$ cat config.mk
export PLATFORM = sky130hd
export DESIGN_NAME = limit_switch_fault_handler
export DESIGN_NICKNAME = d
export VERILOG_FILES = /design/src/rtl/limit_switch_pkg.sv /design/src/rtl/limit_switch_fault_handler.sv
export SDC_FILE = /design/constraint.sdc
export NUM_CORES = 1
export LEC_CHECK = 0
export ABC_AREA = 1
export BUFFER_PORTS_ARGS = -buffer_cell sky130_fd_sc_hd__buf_4
export CAP_MARGIN = 25
export CORE_MARGIN = 1.5
export CORE_UTILIZATION = 29
export CTS_CLUSTER_SIZE = 10
export DETAILED_ROUTE_END_ITERATION = 6
export PLACE_DENSITY = 0.47
export SLEW_MARGIN = 25
export SYNTH_ARGS = -nofsm -noshare
export SYNTH_HDL_FRONTEND = slang
export SYNTH_SLANG_ARGS = --single-unit
export TNS_END_PERCENT = 5
$ cat constraint.sdc
create_clock -name sys_clk -period 1.9 [get_ports sys_clk]
set_input_delay 0.095 -clock sys_clk [delete_from_list [all_inputs] [get_ports sys_clk]]
set_output_delay 0.095 -clock sys_clk [all_outputs]
set_load 0.05 [all_outputs]
$ cat src/rtl/limit_switch_pkg.sv
// constants and carrier types for the limit switch fault handler
package limit_switch_pkg;

  // register word indices, byte address is four times the index
  localparam logic [7:0] IDX_OC_STATUS   = 8'h1D;
  localparam logic [7:0] IDX_OC_MASK     = 8'h25;
  localparam logic [7:0] IDX_LS_CONTROL  = 8'hC7;
  localparam logic [7:0] IDX_FAULT_CFG   = 8'hD7;
  localparam int         ADDR_W          = 10;
  localparam int         DATA_W          = 32;
  localparam int         REG_W           = 16;

  // field positions
  localparam int FLAG_BIT      = 15;
  localparam int MASK_BIT      = 15;
  localparam int FAULTMASK_BIT = 15;
  localparam int ACT_HI        = 15;
  localparam int ACT_LO        = 14;

  // reset values
  localparam logic [15:0] LS_CONTROL_RST = 16'h0003;
  localparam logic [15:0] OC_MASK_RST    = 16'h0000;
  localparam logic [15:0] FAULT_CFG_RST  = 16'h0000;

  // persistence time before a fault counts
  localparam int PERSIST_NS   = 1000;
  localparam int CLK_PERIOD_NS = 10;
  localparam int PERSIST_CYC  = (PERSIST_NS + CLK_PERIOD_NS - 1) / CLK_PERIOD_NS;

  typedef enum logic [1:0] {
    ACT_IGNORE   = 2'h0,
    ACT_OPEN     = 2'h1,
    ACT_SHUTDN_A = 2'h2,
    ACT_SHUTDN_B = 2'h3
  } oc_action_t;

  // qualifier states, gray along idle, counting, faulted
  typedef enum logic [1:0] {
    Q_IDLE  = 2'b00,
    Q_COUNT = 2'b01,
    Q_FAULT = 2'b11
  } qual_state_t;

  typedef struct packed {
    logic [ADDR_W-1:0] addr;
    logic [DATA_W-1:0] wdata;
    logic              wr;
    logic              rd;
  } reg_req_t;

  typedef struct packed {
    logic switchOpen;
    logic systemShutdown;
    logic overcurrentGroupIrq;
    logic supplyFaultN;
  } fault_out_t;

endpackage : limit_switch_pkg

$ cat src/rtl/limit_switch_fault_handler.sv
// over-current qualification, response, flag and supply-fault output
//
// The plain strobed port was chosen for this implementation.
`timescale 1ns/1ns

// Behaviour
// - the two-bit action field resetting to 00 selects ignore (00), open switch (01) or system shutdown (10, 11).
// - an over-current is reported only when it persists, so short surges give no flag, output or action.
// - the limit switch has its own group interrupt whose only source is the switch over-current flag.
// - the switch over-current flag in bit 15 of the status register sets on the rising edge of a qualified fault.
// - reading the status register clears the switch over-current flag.
// - with mask bit 15 of the mask register at 1 the group interrupt is not asserted for a set flag.
// - the active-low supply-fault output goes low when any regulator, converter or the switch has an unmasked fault.
// - the switch fault drives supply-fault low only while fault-mask bit 15 of the fault config register is 0.
module limit_switch_fault_handler
  import limit_switch_pkg::*;
#(
  parameter int PERSIST_CYCLES = PERSIST_CYC,
  parameter int NUM_SUPPLIES   = 8
) (
  // clock and reset
  input  wire logic                    sys_clk,
  input  wire logic                    rst,
  // register port
  input  wire logic [ADDR_W-1:0]       regAddr,
  input  wire logic [DATA_W-1:0]       regWdata,
  input  wire logic                    regWr,
  input  wire logic                    regRd,
  output logic      [DATA_W-1:0]       regRdata,
  // fault inputs
  input  wire logic                    overcurrentRaw,
  input  wire logic [NUM_SUPPLIES-1:0] supplyFaultIn,
  input  wire logic                    faultPinSelect,
  // responses
  output logic                         switchOpen,
  output logic                         systemShutdown,
  output logic                         overcurrentGroupIrq,
  output logic                         supplyFaultN,
  output logic                         supplyFaultOe
);

  localparam int CNT_W = (PERSIST_CYCLES > 1) ? $clog2(PERSIST_CYCLES + 1) : 1;
  localparam logic [CNT_W-1:0] CNT_LAST = CNT_W'(PERSIST_CYCLES - 1);

  //--------------------------------------------------------------------
  // register state
  //--------------------------------------------------------------------
  reg_req_t          req;
  logic [REG_W-1:0]  lsControl_reg;
  logic [REG_W-1:0]  ocMask_reg;
  logic [REG_W-1:0]  faultCfg_reg;
  logic              flag_reg;
  logic              flag_next;
  logic [DATA_W-1:0] rdata_next;
  qual_state_t       qual_reg;
  qual_state_t       qual_next;
  logic [CNT_W-1:0]  cnt_reg;
  logic [CNT_W-1:0]  cnt_next;
  fault_out_t        out_reg;
  fault_out_t        out_next;

  assign req = '{addr: regAddr, wdata: regWdata, wr: regWr, rd: regRd};

  function automatic logic hit(input logic [ADDR_W-1:0] a, input logic [7:0] idx);
    hit = (a == {idx, 2'b00});
  endfunction : hit

  //--------------------------------------------------------------------
  // decode
  //--------------------------------------------------------------------
  wire logic hitStatus  = hit(req.addr, IDX_OC_STATUS);
  wire logic hitMask    = hit(req.addr, IDX_OC_MASK);
  wire logic hitControl = hit(req.addr, IDX_LS_CONTROL);
  wire logic hitFault   = hit(req.addr, IDX_FAULT_CFG);
  wire logic statusRead = req.rd && hitStatus;

  //--------------------------------------------------------------------
  // persistence qualifier
  //--------------------------------------------------------------------
  wire logic qualified  = (qual_reg == Q_FAULT);
  wire logic qualRise   = (qual_next == Q_FAULT) && (qual_reg != Q_FAULT);

  always_comb begin
    qual_next = qual_reg;
    cnt_next  = cnt_reg;
    case (qual_reg)
      Q_IDLE: begin
        cnt_next = '0;
        if (overcurrentRaw) begin
          if (cnt_reg == CNT_LAST) qual_next = Q_FAULT;
          else begin
            qual_next = Q_COUNT;
            cnt_next  = CNT_W'(1);
          end
        end
      end
      Q_COUNT: begin
        if (!overcurrentRaw) begin
          qual_next = Q_IDLE;
          cnt_next  = '0;
        end else if (cnt_reg == CNT_LAST) begin
          qual_next = Q_FAULT;
        end else begin
          cnt_next = cnt_reg + CNT_W'(1);
        end
      end
      Q_FAULT: begin
        if (!overcurrentRaw) begin
          qual_next = Q_IDLE;
          cnt_next  = '0;
        end
      end
      default: begin
        qual_next = Q_IDLE;
        cnt_next  = '0;
      end
    endcase
  end

  //--------------------------------------------------------------------
  // flag, set wins over read clear
  //--------------------------------------------------------------------
  assign flag_next = qualRise ? 1'b1 : (statusRead ? 1'b0 : flag_reg);

  //--------------------------------------------------------------------
  // responses
  //--------------------------------------------------------------------
  oc_action_t action;
  assign action = oc_action_t'(lsControl_reg[ACT_HI:ACT_LO]);

  wire logic nextQual   = (qual_next == Q_FAULT);
  wire logic switchFlt  = nextQual && !faultCfg_reg[FAULTMASK_BIT];
  wire logic anyFault   = (|supplyFaultIn) || switchFlt;

  always_comb begin
    out_next.switchOpen          = 1'b0;
    out_next.systemShutdown      = 1'b0;
    case (action)
      ACT_IGNORE: ;
      ACT_OPEN:     out_next.switchOpen     = nextQual || out_reg.switchOpen;
      ACT_SHUTDN_A,
      ACT_SHUTDN_B: out_next.systemShutdown = nextQual || out_reg.systemShutdown;
      default: ;
    endcase
    out_next.overcurrentGroupIrq = flag_next && !ocMask_reg[MASK_BIT];
    out_next.supplyFaultN        = !anyFault;
  end

  //--------------------------------------------------------------------
  // read data
  //--------------------------------------------------------------------
  always_comb begin
    rdata_next = '0;
    if (req.rd) begin
      if (hitStatus)       rdata_next[FLAG_BIT] = flag_reg;
      else if (hitMask)    rdata_next[REG_W-1:0] = ocMask_reg;
      else if (hitControl) rdata_next[REG_W-1:0] = lsControl_reg;
      else if (hitFault)   rdata_next[REG_W-1:0] = faultCfg_reg;
    end
  end

  //--------------------------------------------------------------------
  // registers
  //--------------------------------------------------------------------
  always_ff @(posedge sys_clk) begin
    if (rst) begin
      lsControl_reg <= LS_CONTROL_RST;
      ocMask_reg    <= OC_MASK_RST;
      faultCfg_reg  <= FAULT_CFG_RST;
    end else if (req.wr) begin
      if (hitMask)    ocMask_reg    <= req.wdata[REG_W-1:0];
      if (hitControl) lsControl_reg <= req.wdata[REG_W-1:0];
      if (hitFault)   faultCfg_reg  <= req.wdata[REG_W-1:0];
    end
  end

  always_ff @(posedge sys_clk) begin
    if (rst) begin
      qual_reg <= Q_IDLE;
      cnt_reg  <= '0;
      flag_reg <= 1'b0;
      out_reg  <= '{switchOpen: 1'b0, systemShutdown: 1'b0, overcurrentGroupIrq: 1'b0, supplyFaultN: 1'b1};
      regRdata <= '0;
      supplyFaultOe <= 1'b0;
    end else begin
      qual_reg <= qual_next;
      cnt_reg  <= cnt_next;
      flag_reg <= flag_next;
      out_reg  <= out_next;
      regRdata <= rdata_next;
      supplyFaultOe <= faultPinSelect;
    end
  end

  assign switchOpen          = out_reg.switchOpen;
  assign systemShutdown      = out_reg.systemShutdown;
  assign overcurrentGroupIrq = out_reg.overcurrentGroupIrq;
  assign supplyFaultN        = out_reg.supplyFaultN;

endmodule : limit_switch_fault_handler

==> metrics.md <==
| Metric | Value |
|---|---|
| Post-CTS setup buffers | 0 |
| Top delay family on crit path | simple AND/OR/NAND/NOR gates |
| CTS resizes | 0 |
| Fmax | 0.6074 GHz |
| Area Overhead vs Synth | 27.66% |
| Ys Warns | 0 |
| Critical Path Start Type | flop |
| Global-route wire length before repair | between 15000 and 20000 um |
| TritonCTS clock tree | built |
| Final slew viol count | 0 |
| Pwr dens | approximately 850 mW/mm^2 |
| Worst skew pair latency | roughly 0.34 ns |
| Max FO, Critical Path | 5 |
| Final WS setup | 0.2538 ns |
| Most common cell after layout, fill and taps aside | nor2_1 |
| Pleak | 0.002310 uW |
| Cell row count | 40 |
| Worst setup path class | flop to flop |
| Net Switching | ~890 uW |
| Vias in the first global route | 3152 |
| Detailed Routing Iterations Pass 1 | 6 |
| Worst EP arrival | 1.88 ns |
| Initial Util | 29.85% |
| Total wire length | 9210 um |
| Vias per inst | 4.297 |
| CTS root buf | clkbuf_16 |
| CP endpoint kind | flop |
| Count of state elements after synthesis | 79 |
| Hold crit path type | input pin to flop |
| Final Net Count | 648 |
| Die Span Y | 114.4 um |
| Switching Share | roughly 23% |
| CP Buf/Inv Count | 1 |
| Critical path's most frequent cell | nand2_1 |
| Slowest CP cell | dfxtp_1 |
| Die width | 114.4 um |
| Hpwl dp | 5986 um |
| Core ar. | 0.01206 mm^2 |
| VDD IR-drop max | 0.4283 mV |
| Final min period | 1.646 ns |
| Status | finished clean |
| Cells after Synth | roughly 520 |
| Sequential power share | 42.6% |
| Sequential fraction of the synthesis area | 43.92% |
| Most used flip-flop cell after synthesis | dfxtp_1 |
| Combinational share of power | 7.4% |
| Worst R2R Start | cnt_reg[0] |
| Fillers | 1263 |
| Clock Skew | between 0.004 and 0.005 ns |
| WL per Instance | 12.05 um |
| Commonest non-fill, non-tap cells in the layout | nor2_1, nand2_1, dfxtp_1 |
| RSZ-0062 raised after global routing | false |
| Die area | about 0.013 mm^2 |
| Worst Path Required | 2.13 ns |
| Endpoints failing setup | 0 |
| ANT cells | 0 |
| Clock share of power | about half |
| # IOs | 93 |
| Fin crit share | 86.64% |
| DRT iter0 DRCs | 181 |
| Setup TNS Final | 0 ns |
| DRC Markers | 0 |
| Crit path launch | cnt_reg[0] |
| CTS Buf Count | 9 |
| Hold_sp | regWdata[15] |
| Final hold vios | 0 |
| Clock buffer depth | 2 |
| Hold Buf Count CTS | 9 |
| Gr usage total | 15.07% |
| Overflow after GRT | 0 |
| Post-route ant nets | 0 |
| Pint | just over 3000 uW |
| RD Place Congestion | 0.7393 |
| Max-cap violations | 0 |
| Synth Cell Area | 0.003601 mm^2 |
| Clk pin slew, worst setup/hold paths | 0.06 ns |
| Initial antenna violation count | 0 |
| Critical path cell sequence | ha_1 > nand2_1 > inv_1 > nand3_1 > or2_2 > nand2_1 > nand2_1 > nor2_1 > nor2_1 |
| Synth unique cells | 28 |
| H-tree Lvls | 3 |
| Place WS | 0.2767 ns |
| Max incr delay on CP | ~0.37 ns |
| Hold_ws | 0.005625 ns |
| Ys async rst share | 0% |
| Pin count of the biggest net entering global routing | 33 |
| Syn avg cell area | 6.898 um^2 |
| Via count | 3283 |
| Number of flops mapped to enable cells by yosys | 0 |
| Layout cells sized above 1 | between 15 and 20% |
| Buffers on Ports | 60 |
| CTS sink cnt | a little under 80 |
==> cells in the mapped netlist, types with 2 or more instances <==
cell type  number  area share, %
a21oi_1        10            1.4
buf_4          17            3.5
or2_2           2           0.35
nor2_4          3           0.94
o21ai_0        17            2.4
buf_6           3           0.94
inv_2           5           0.52
nor2_1        143             15
nand3_2         4            1.1
nor3_1          4           0.56
clkbuf_1        8           0.83
nor4_1          2           0.35
inv_1          50            5.2
buf_2           9            1.3
dfxtp_1        79             44
o21ai_1        18            2.5
nand2_1        79            8.2
nand3_1        54            7.5
nand4_1         6            1.0
==> layout make-up <==
class	instances	area, um^2	area share, %
inverter	56	211.5	4.600
timing repair buffer	80	623.1	13.55
clock inverter	4	76.32	1.660
clock buffer	12	266.5	5.798
multi-input combinational	365	1628	35.41
tap	168	210.2	4.573
sequential	79	1582	34.40
==> worst register-to-register path: stages, from the launching register on <==
cell	delay, ns
dfxtp_1	0.37
ha_1	0.25
nand2_1	0.07
inv_1	0.05
nand3_1	0.15
or2_2	0.34
nand2_1	0.11
nand2_1	0.06
nor2_1	0.09
nor2_1	0.04
==> worst paths after layout <==
kind	slack (ns)	end	cells after the start
setup / recovery	0.25	supplyFaultN	9
hold / removal	0.006	ocMask_reg[15]	3
setup reg to reg	0.25	supplyFaultN	9
hold reg to reg	0.44	overcurrentGroupIrq	1
==> power by group through the flow <==
stage	Clock (uW)	Sequential [uW]	Combinational [uW]
floorplan	0	1710	178
global placement	0	1700	274
detailed placement	0	1700	277
CTS	2020	1670	292
global route	2080	1670	313
finish	1960	1670	289
==> metal layers <==
| layer | track usage, % | vias to the layer above | wire (um) |
|---|---|---|---|
| li1 | - | 1739 | - |
| met1 | 18.48 | 1466 | 4310 |
| met2 | 25.19 | 65 | 4288 |
| met3 | 2.753 | 13 | 390 |
| met4 | 7.833 | 0 | 221 |
| met5 | 0 | - | 0 |
==> logic make-up after synthesis <==
family / after synthesis / synth area share [%]
compound gates: 46 / 6.463
fa+ha+maj: 1 / 0.3474
buf+inv: 93 / 12.44
flops: 79 / 43.92
other cells: 1 / 0.1041
simple gates: 302 / 36.73
==> metrics by stage <==
step	area, um^2	total power, uW	std cells	util (%)
after global placement	4164	1976	739	34.52
after detailed placement	4164	1980	739	34.52
after global routing	4597	4055	764	38.11
final	4597	3915	764	38.11
after CTS	4597	3979	764	38.11
after floorplan	3657	1888	537	-
Note: power is estimated with default switching activity, not from simulation.
